==> src/inc/alsu_pkg.sv <==
// constants for the accumulator arithmetic, logic and shift unit
package alsu_pkg;
	// timing, in the units the times are given in
	localparam int CLK_MHZ = 25;
	localparam int T_STA_NS = 3400;
	localparam int T_IRS_NS = 5100;
	// least times round up to whole cycles
	localparam logic [7:0] CYC_STA = 8'((T_STA_NS * CLK_MHZ + 999) / 1000);
	localparam logic [7:0] CYC_IRS = 8'((T_IRS_NS * CLK_MHZ + 999) / 1000);
	localparam logic [7:0] CYC_MIN = 8'h01;
	// instruction word fields, bit 1 of the word is index 15
	localparam int OP_MSB = 13;
	localparam int OP_LSB = 10;
	localparam int SH_MSB = 15;
	localparam int SH_LSB = 6;
	localparam int CNT_MSB = 5;
	// memory reference opcodes and the shift class opcode
	localparam logic [3:0] OP_SHIFT_CLASS = 4'h0;
	localparam logic [3:0] OP_AND = 4'h3;
	localparam logic [3:0] OP_STORE = 4'h4;
	localparam logic [3:0] OP_XOR = 4'h5;
	localparam logic [3:0] OP_ADD = 4'h6;
	localparam logic [3:0] OP_SUB = 4'h7;
	localparam logic [3:0] OP_INC_SKIP = 4'hA;
	localparam logic [3:0] OP_MUL = 4'hE;
	localparam logic [3:0] OP_DIV = 4'hF;
	// shift codes, instruction bits 1 to 10
	localparam logic [9:0] SH_LOG_LEFT = 10'h10C;
	localparam logic [9:0] SH_LOG_RIGHT = 10'h108;
	localparam logic [9:0] SH_ROT_LEFT = 10'h10E;
	localparam logic [9:0] SH_ROT_RIGHT = 10'h10A;
	// register byte offsets
	localparam logic [4:0] OFS_ACC = 5'h00;
	localparam logic [4:0] OFS_EXT = 5'h04;
	localparam logic [4:0] OFS_CTRL = 5'h08;
	localparam logic [4:0] OFS_ISTAT = 5'h0C;
	localparam logic [4:0] OFS_IMASK = 5'h10;
	// control register fields
	localparam int CTRL_CARRY = 0;
	localparam int CTRL_BUSY = 1;
	// interrupt status fields
	localparam int IRQ_DONE = 0;
	localparam int IRQ_OVF = 1;
	localparam int IRQ_SKIP = 2;
	// reset values
	localparam logic [15:0] ACC_RST = 16'h0000;
	localparam logic [15:0] EXT_RST = 16'h0000;
	localparam logic [2:0] IMASK_RST = 3'h0;
	typedef enum logic [2:0] {
		S_IDLE = 3'h0,
		S_READ = 3'h1,
		S_WRITE = 3'h2,
		S_SHIFT = 3'h3,
		S_PAD = 3'h4
	} alsu_state_t;
	typedef enum logic [1:0] {
		SK_LL = 2'h0,
		SK_LR = 2'h1,
		SK_RL = 2'h2,
		SK_RR = 2'h3
	} alsu_shift_t;
endpackage

==> src/hw/alsu_core.sv <==
// accumulator arithmetic, logic and shift unit with avalon register slave
//
// The register offsets and the Avalon-MM slave port were left to the implementer.
`timescale 1ns/1ns
`default_nettype none

// Summary of operation
// - store accumulator writes all sixteen bits to memory, accumulator kept, 3.4 us.
// - add operand to accumulator, carry flag set on overflow else cleared.
// - divide accumulator and extension low fifteen, quotient to acc, remainder to ext.
// - divide flags overflow when accumulator magnitude not below divisor, one exception.
// - increment memory word, write back, skip next when result is zero, 5.1 us.
// - signed multiply, high part to accumulator, low to extension, no overflow.
// - subtract operand from accumulator, carry flag set on overflow else cleared.
// - logical product clears accumulator bits where operand bit is zero.
// - logical difference inverts accumulator bits where operand bit is one.
// - shift count is two's complement of low six bits, every step performed.
// - logical left shift fills zeros, each outgoing bit into the carry.
// - logical right shift fills zeros at top, each outgoing bit into carry.
// - rotate left moves top bit to bottom, outgoing bit copied to carry.
// - rotate right moves bottom bit to top, outgoing bit copied to carry.
// - overflow lamp follows the carry flag at the end of each instruction.
// - opcode in bits 3 to 6, shift code in bits 1 to 10.
// - bit 1 is the most significant sign bit in every word.
module alsu_core
	import alsu_pkg::*;
#(
	parameter int ADDR_W = 14
) (
	// clock and reset
	input wire logic REF_CLK,
	input wire logic RST_B,
	// avalon register slave
	input wire logic [4:0] AVS_ADDRESS,
	input wire logic AVS_READ,
	input wire logic AVS_WRITE,
	input wire logic [31:0] AVS_WRITEDATA,
	output logic [31:0] AVS_READDATA,
	output logic AVS_WAITREQUEST,
	// instruction issue from fetch and addressing
	input wire logic EXEC_START,
	input wire logic [15:0] EXEC_INSTR,
	input wire logic [ADDR_W-1:0] EXEC_EADDR,
	output logic EXEC_BUSY,
	output logic EXEC_DONE,
	output logic EXEC_SKIP,
	// operand memory
	output logic [ADDR_W-1:0] MEM_ADDR,
	output logic MEM_RD,
	output logic MEM_WR,
	output logic [15:0] MEM_WDATA,
	input wire logic [15:0] MEM_RDATA,
	input wire logic MEM_ACK,
	// status
	output logic C_LAMP,
	output logic IRQ
);
	if (ADDR_W < 9 || ADDR_W > 16) begin : g_chk
		$error("ADDR_W must lie between 9 and 16");
	end

	typedef struct packed {
		alsu_state_t st;
		alsu_shift_t sk;
		logic [3:0] op;
		logic [15:0] a;
		logic [15:0] b;
		logic c;
		logic cmod;
		logic lamp;
		logic [ADDR_W-1:0] ea;
		logic [15:0] mdat;
		logic [5:0] cnt;
		logic [7:0] elap;
		logic [7:0] minc;
		logic busy;
		logic done;
		logic skip;
		logic rd;
		logic wr;
		logic [2:0] ist;
		logic [2:0] imask;
		logic irq;
		logic wait_r;
		logic [31:0] rdata;
	} alsu_regs_t;

	alsu_regs_t r;
	alsu_regs_t n;

	// arithmetic on the operand just read; bit 15 is the sign
	logic [15:0] m;
	logic [15:0] sum;
	logic [15:0] diff;
	logic add_ovf;
	logic sub_ovf;
	logic [31:0] prod;
	logic [30:0] dvd;
	logic [30:0] dmag;
	logic [15:0] amag;
	logic [15:0] mmag;
	logic [30:0] dsor;
	logic [30:0] quo;
	logic [30:0] rem;
	logic div_ovf;
	logic [15:0] quo_s;
	logic [14:0] rem_s;
	logic [15:0] inc;
	logic req;
	logic wr_go;
	logic [2:0] ev;

	assign m = MEM_RDATA;
	assign sum = r.a + m;
	assign diff = r.a - m;
	assign add_ovf = (r.a[15] == m[15]) && (sum[15] != r.a[15]);
	assign sub_ovf = (r.a[15] != m[15]) && (diff[15] != r.a[15]);
	assign prod = $signed(r.a) * $signed(m);
	assign dvd = {r.a, r.b[14:0]};
	assign dmag = dvd[30] ? 31'(31'h0000 - dvd) : dvd;
	assign amag = r.a[15] ? 16'(16'h0000 - r.a) : r.a;
	assign mmag = m[15] ? 16'(16'h0000 - m) : m;
	// zero divisor is flagged below; the guard only keeps the divider defined
	assign dsor = (mmag == 16'h0000) ? 31'h0000_0001 : {15'h0000, mmag};
	assign quo = dmag / dsor;
	assign rem = dmag % dsor;
	assign div_ovf = (amag >= mmag)
		&& !(r.a[15] && !m[15] && (amag == mmag));
	assign quo_s = (r.a[15] ^ m[15]) ? 16'(16'h0000 - quo[15:0]) : quo[15:0];
	assign rem_s = dvd[30] ? 15'(15'h0000 - rem[14:0]) : rem[14:0];
	assign inc = m + 16'h0001;
	assign req = AVS_READ || AVS_WRITE;
	assign wr_go = AVS_WRITE && !r.wait_r;

	always_comb begin
		n = r;
		n.done = 1'b0;
		n.skip = 1'b0;
		ev = 3'h0;
		if (r.busy && r.elap != 8'hFF) begin
			n.elap = r.elap + 8'h01;
		end
		unique case (r.st)
			S_IDLE: begin
				if (EXEC_START) begin
					n.busy = 1'b1;
					n.elap = 8'h01;
					n.ea = EXEC_EADDR;
					n.op = EXEC_INSTR[OP_MSB:OP_LSB];
					n.minc = CYC_MIN;
					n.cmod = 1'b0;
					// the count field holds the negated count
					n.cnt = 6'(6'h00 - EXEC_INSTR[CNT_MSB:0]);
					if (EXEC_INSTR[OP_MSB:OP_LSB] == OP_SHIFT_CLASS) begin
						n.cmod = 1'b1;
						n.st = S_SHIFT;
						unique case (EXEC_INSTR[SH_MSB:SH_LSB])
							SH_LOG_LEFT: n.sk = SK_LL;
							SH_LOG_RIGHT: n.sk = SK_LR;
							SH_ROT_LEFT: n.sk = SK_RL;
							SH_ROT_RIGHT: n.sk = SK_RR;
							default: begin
								n.cmod = 1'b0;
								n.st = S_PAD;
							end
						endcase
					end else if (EXEC_INSTR[OP_MSB:OP_LSB] == OP_STORE) begin
						n.mdat = r.a;
						n.wr = 1'b1;
						n.minc = CYC_STA;
						n.st = S_WRITE;
					end else begin
						if (EXEC_INSTR[OP_MSB:OP_LSB] == OP_INC_SKIP) begin
							n.minc = CYC_IRS;
						end
						n.rd = 1'b1;
						n.st = S_READ;
					end
				end
			end
			S_READ: begin
				// accumulator, extension and carry hold until the operand has arrived
				if (MEM_ACK) begin
					n.rd = 1'b0;
					n.st = S_PAD;
					unique case (r.op)
						OP_ADD: begin
							n.a = sum;
							n.c = add_ovf;
							n.cmod = 1'b1;
						end
						OP_SUB: begin
							n.a = diff;
							n.c = sub_ovf;
							n.cmod = 1'b1;
						end
						OP_AND: n.a = r.a & m;
						OP_XOR: n.a = r.a ^ m;
						OP_MUL: begin
							n.a = prod[30:15];
							n.b = {1'b0, prod[14:0]};
						end
						OP_DIV: begin
							n.c = div_ovf;
							n.cmod = 1'b1;
							// an illegal divide leaves both registers as they were
							if (!div_ovf) begin
								n.a = quo_s;
								n.b = {1'b0, rem_s};
							end
						end
						OP_INC_SKIP: begin
							n.mdat = inc;
							n.wr = 1'b1;
							n.st = S_WRITE;
						end
						default: n.st = S_PAD;
					endcase
				end
			end
			S_WRITE: begin
				if (MEM_ACK) begin
					n.wr = 1'b0;
					n.st = S_PAD;
				end
			end
			S_SHIFT: begin
				// one position per clock, so large counts still take every step
				if (r.cnt == 6'h00) begin
					n.st = S_PAD;
				end else begin
					n.cnt = r.cnt - 6'h01;
					unique case (r.sk)
						SK_LL: begin
							n.c = r.a[15];
							n.a = {r.a[14:0], 1'b0};
						end
						SK_LR: begin
							n.c = r.a[0];
							n.a = {1'b0, r.a[15:1]};
						end
						SK_RL: begin
							n.c = r.a[15];
							n.a = {r.a[14:0], r.a[15]};
						end
						SK_RR: begin
							n.c = r.a[0];
							n.a = {r.a[0], r.a[15:1]};
						end
					endcase
				end
			end
			S_PAD: begin
				if (r.elap >= r.minc) begin
					n.st = S_IDLE;
					n.busy = 1'b0;
					n.done = 1'b1;
					n.lamp = r.c;
					n.skip = (r.op == OP_INC_SKIP) && (r.mdat == 16'h0000);
					ev[IRQ_DONE] = 1'b1;
					ev[IRQ_OVF] = r.cmod && r.c;
					ev[IRQ_SKIP] = n.skip;
				end
			end
			default: begin
				n.st = S_IDLE;
				n.busy = 1'b0;
			end
		endcase
		// avalon slave: one wait cycle, then answer
		n.wait_r = !(req && r.wait_r);
		if (AVS_READ && r.wait_r) begin
			unique case (AVS_ADDRESS)
				OFS_ACC: n.rdata = {16'h0000, r.a};
				OFS_EXT: n.rdata = {16'h0000, r.b};
				OFS_CTRL: n.rdata = {30'h0000_0000, r.busy, r.c};
				OFS_ISTAT: n.rdata = {29'h0000_0000, r.ist};
				OFS_IMASK: n.rdata = {29'h0000_0000, r.imask};
				default: n.rdata = 32'h0000_0000;
			endcase
		end
		// software may load acc, ext and ctrl only while no instruction runs
		if (wr_go && !r.busy) begin
			if (AVS_ADDRESS == OFS_ACC) begin
				n.a = AVS_WRITEDATA[15:0];
			end
			if (AVS_ADDRESS == OFS_EXT) begin
				n.b = AVS_WRITEDATA[15:0];
			end
			if (AVS_ADDRESS == OFS_CTRL) begin
				n.c = AVS_WRITEDATA[CTRL_CARRY];
				n.lamp = AVS_WRITEDATA[CTRL_CARRY];
			end
		end
		if (wr_go && AVS_ADDRESS == OFS_IMASK) begin
			n.imask = AVS_WRITEDATA[2:0];
		end
		// a new event wins over a clear in the same cycle
		n.ist = r.ist | ev;
		if (wr_go && AVS_ADDRESS == OFS_ISTAT) begin
			n.ist = (r.ist & ~AVS_WRITEDATA[2:0]) | ev;
		end
		n.irq = |(n.ist & n.imask);
	end

	always_ff @(posedge REF_CLK or negedge RST_B) begin
		if (!RST_B) begin
			r <= '{st: S_IDLE, sk: SK_LL, op: 4'h0, a: ACC_RST, b: EXT_RST,
				c: 1'b0, cmod: 1'b0, lamp: 1'b0, ea: '0, mdat: 16'h0000,
				cnt: 6'h00, elap: 8'h00, minc: 8'h00, busy: 1'b0,
				done: 1'b0, skip: 1'b0, rd: 1'b0, wr: 1'b0, ist: 3'h0,
				imask: IMASK_RST, irq: 1'b0, wait_r: 1'b1,
				rdata: 32'h0000_0000};
		end else begin
			r <= n;
		end
	end

	assign AVS_READDATA = r.rdata;
	assign AVS_WAITREQUEST = r.wait_r;
	assign EXEC_BUSY = r.busy;
	assign EXEC_DONE = r.done;
	assign EXEC_SKIP = r.skip;
	assign MEM_ADDR = r.ea;
	assign MEM_RD = r.rd;
	assign MEM_WR = r.wr;
	assign MEM_WDATA = r.mdat;
	assign C_LAMP = r.lamp;
	assign IRQ = r.irq;
endmodule

`default_nettype wire

==> config.mk <==
export PLATFORM = sky130hd
export DESIGN_NAME = alsu_core
export DESIGN_NICKNAME = d
export VERILOG_FILES = /design/src/inc/alsu_pkg.sv /design/src/hw/alsu_core.sv
export SDC_FILE = /design/constraint.sdc
export NUM_CORES = 2
export LEC_CHECK = 0
export BUFFER_PORTS_ARGS = -buffer_cell sky130_fd_sc_hd__buf_2
export CAP_MARGIN = 25
export CORE_ASPECT_RATIO = 0.9
export CORE_MARGIN = 2
export CORE_UTILIZATION = 70
export DETAILED_ROUTE_END_ITERATION = 8
export PLACE_DENSITY = 0.89
export RECOVER_POWER = 100
export SLEW_MARGIN = 20
export SYNTH_ARGS = -nofsm -noshare
export SYNTH_HDL_FRONTEND = slang
export SYNTH_SLANG_ARGS = --single-unit
==> constraint.sdc <==
create_clock -name REF_CLK -period 261.2 [get_ports REF_CLK]
set_input_delay 13.06 -clock REF_CLK [delete_from_list [all_inputs] [get_ports REF_CLK]]
set_output_delay 13.06 -clock REF_CLK [all_outputs]
set_load 0.1 [all_outputs]
==> flow_metrics.tcl <==
set metrics [dict create \
    ant_nets 0 \
    syn_area_um2 42680 \
    nets 6421 \
    die_w_um 264.3 \
    tightest_slew_ps 3480 \
    via_per_inst 6.933 \
    grt_pass1_wl_um 216400 \
    grt_pass1_vias 42287 \
    areaGrowthSynthToFinish_pct 3.002 \
    post_cts_buffers 0 \
    tns_ps 0 \
    setup.worst_path.start_class "input port" \
    htree_levels 4 \
    fin_skew_ps 11.09 \
    drt_iter0_drc 5557 \
    max_freq_ghz 0.007519 \
    die_height_um 238.2 \
    synthArstFlopShare 1.000 \
    cts_buffers 17 \
    seq_area_frac_synth 0.07039 \
    netlist_instances 5629 \
    yosysWarningCount 0 \
    hold_violations 0 \
    drive_gt1_frac 0.07256 \
    ys.flop_type "dfrtp_1" \
    drt-total-wl_um 136300 \
    ys_ff_latch 120 \
    start_util 0.7102 \
    whs_ps 477.4 \
    holdBufCountCts 0 \
    wire_per_inst_um 21.46 \
    antenna_found_initial 1 \
    path_common_cell "o21a_1" \
    drc_errors 7 \
    place.gp.congestion 1.043 \
    grt_util_all_layers 0.4203 \
    grt_max_degree 65 \
    numPortBuffers 126 \
    slowest_stage "a21oi_1" \
    syn_avg_cell_area_um2 7.581 \
    clk_pin_slew_ps 60 \
    path_class "input port to flip-flop" \
    synth_edf_count 0 \
    fin_crit_ps 133000 \
    violations "DRC, capacitance limit, slew limit" \
    maxCapViolCount 8 \
    slew_violations 311 \
    clk_latency_ps 440 \
    root_buffer "clkbuf_16" \
    end_kind "flip-flop" \
    clock_path_buffers 2 \
    cp_data_required_time_ps 261520 \
    fin_crit_sh 0.5092 \
    num_vias 44044 \
    setup_viol 0 \
    dp_hpwl_um 104500 \
    cts.sinks 120 \
    synthDistinctLibCells 135 \
    drtPass1Iterations 9 \
    cts_tree "done" \
    grt_setup_unrepaired "false" \
    status "complete, but fails checks" \
    slew_headroom -1.320 \
    critPathArrivalTime_ps 133320 \
    rows 85 \
    cpPeakStageDelay_ps 1790 \
    hp-class "flip-flop to flip-flop" \
    die_area_um2 62960 \
    grt.overflow.total 0 \
    final_cell_mix "nand2_1, ha_1, nor2_1" \
    post-route-util 0.7315 \
    ctsResizeCount 0 \
    core_area_um2 60090 \
    final_common_cell "nand2_1" \
    critPathMaxFanout 39 \
    num_io_pins 159 \
]
## kinds of logic (layout without fill, tap and decap cells)
kind of cell    count (synthesis)  in the layout  synth area share
compound gates               1534           1534            0.2494
xor+xnor                      334            334           0.06872
fa+ha+maj                     780            780            0.2741
buf+inv                       729            653           0.07145
flops                         120            120           0.07039
mux                           175            175           0.04597
other cells                     1             18        0.00008787
simple gates                 1956           1956            0.2199
## cells in the mapped netlist (all sizes together) (33+ instances only)
cell type / count / share of area
ha: 518 / 0.15
o21a: 180 / 0.032
inv: 422 / 0.037
dfrtp: 119 / 0.070
o21bai: 47 / 0.0083
a31oi: 85 / 0.013
xor2: 111 / 0.023
a221oi: 33 / 0.0068
o211ai: 48 / 0.0087
o21ai: 247 / 0.029
fa: 259 / 0.12
nand3: 106 / 0.013
and3: 42 / 0.0062
or2: 44 / 0.0065
and2: 113 / 0.017
nand4: 57 / 0.0086
xnor2: 223 / 0.046
a21oi: 315 / 0.038
clkbuf: 180 / 0.016
o31ai: 133 / 0.024
nand2: 637 / 0.056
buf: 122 / 0.018
nand2b: 60 / 0.0088
a21o: 99 / 0.017
a211oi: 49 / 0.0099
nor2b: 46 / 0.0067
nor3: 231 / 0.028
mux2: 116 / 0.031
nor4: 41 / 0.0072
mux2i: 56 / 0.014
or3: 47 / 0.0071
nor2: 461 / 0.041
## worst paths after layout
check                                   startpoint                       end  slack (ps)  depth (start not counted)
min                        MEM_ADDR[9]$_DFFE_PN0P_   MEM_ADDR[9]$_DFFE_PN0P_         480                          2
max                                   MEM_RDATA[0]          dvd[6]$_DFF_PN0_      128200                        420
max in group asynchronous                    RST_B         dvd[30]$_DFF_PN0_      242810                          2
min reg2reg                MEM_ADDR[9]$_DFFE_PN0P_   MEM_ADDR[9]$_DFFE_PN0P_         480                          2
max reg2reg                      dvd[24]$_DFF_PN0_          dvd[6]$_DFF_PN0_      145100                        414
min in group asynchronous                    RST_B  MEM_ADDR[13]$_DFFE_PN0P_       13800                          1
## critical path: cells and delay by family
| kind | cells | cell delay, ps |
|---|---|---|
| AOI/OAI and AO/OA | 247 | 61850 |
| and+or+nand+nor | 101 | 30420 |
| buffers and inverters | 24 | 11540 |
| adders and majority gates | 32 | 10170 |
| muxes | 15 | 5690 |
| xor gates and xnor gates | 1 | 180 |
## flip-flops by register name, summed over array words and instances, names as in the netlist
register	flops
C_LAMP	1
AVS_READDATA	16
r	35
dvd	31
AVS_WAITREQUEST	1
MEM_RD	1
IRQ	1
MEM_WR	1
EXEC_BUSY	1
EXEC_DONE	1
MEM_ADDR	14
MEM_WDATA	16
EXEC_SKIP	1
## metrics by stage
stage / setup slack, ps / std cells / area [um2]
global placement: 144460 / 6316 / 43520
global route: 120960 / 6351 / 43950
floorplan: 153620 / 5644 / 42730
CTS: 142520 / 6349 / 44140
finish: 128200 / 6353 / 43960
detailed placement: 142540 / 6317 / 43530
## layout make-up
class / count / area [um2]
antenna: 2 / 5.005
clock buffer: 20 / 446.7
clock inverter: 12 / 166.4
fill: 4694 / 16130
inverter: 427 / 1603
multi-input combinational: 4795 / 36730
sequential: 120 / 3005
tap: 783 / 979.7
timing repair buffer: 194 / 1020
## layer usage
metal  GRT usage  wire length [um]  vias up
met1      0.5481             52470    20561
li1            -                 -    20030
met5           0                11        -
met4      0.2027              7895        2
met3     0.09298             17100      653
met2      0.6619             58830     2798
Power is left out: the tool's default activity adds up to more than one toggle a clock period on the data nets, which glitch-free logic cannot reach.
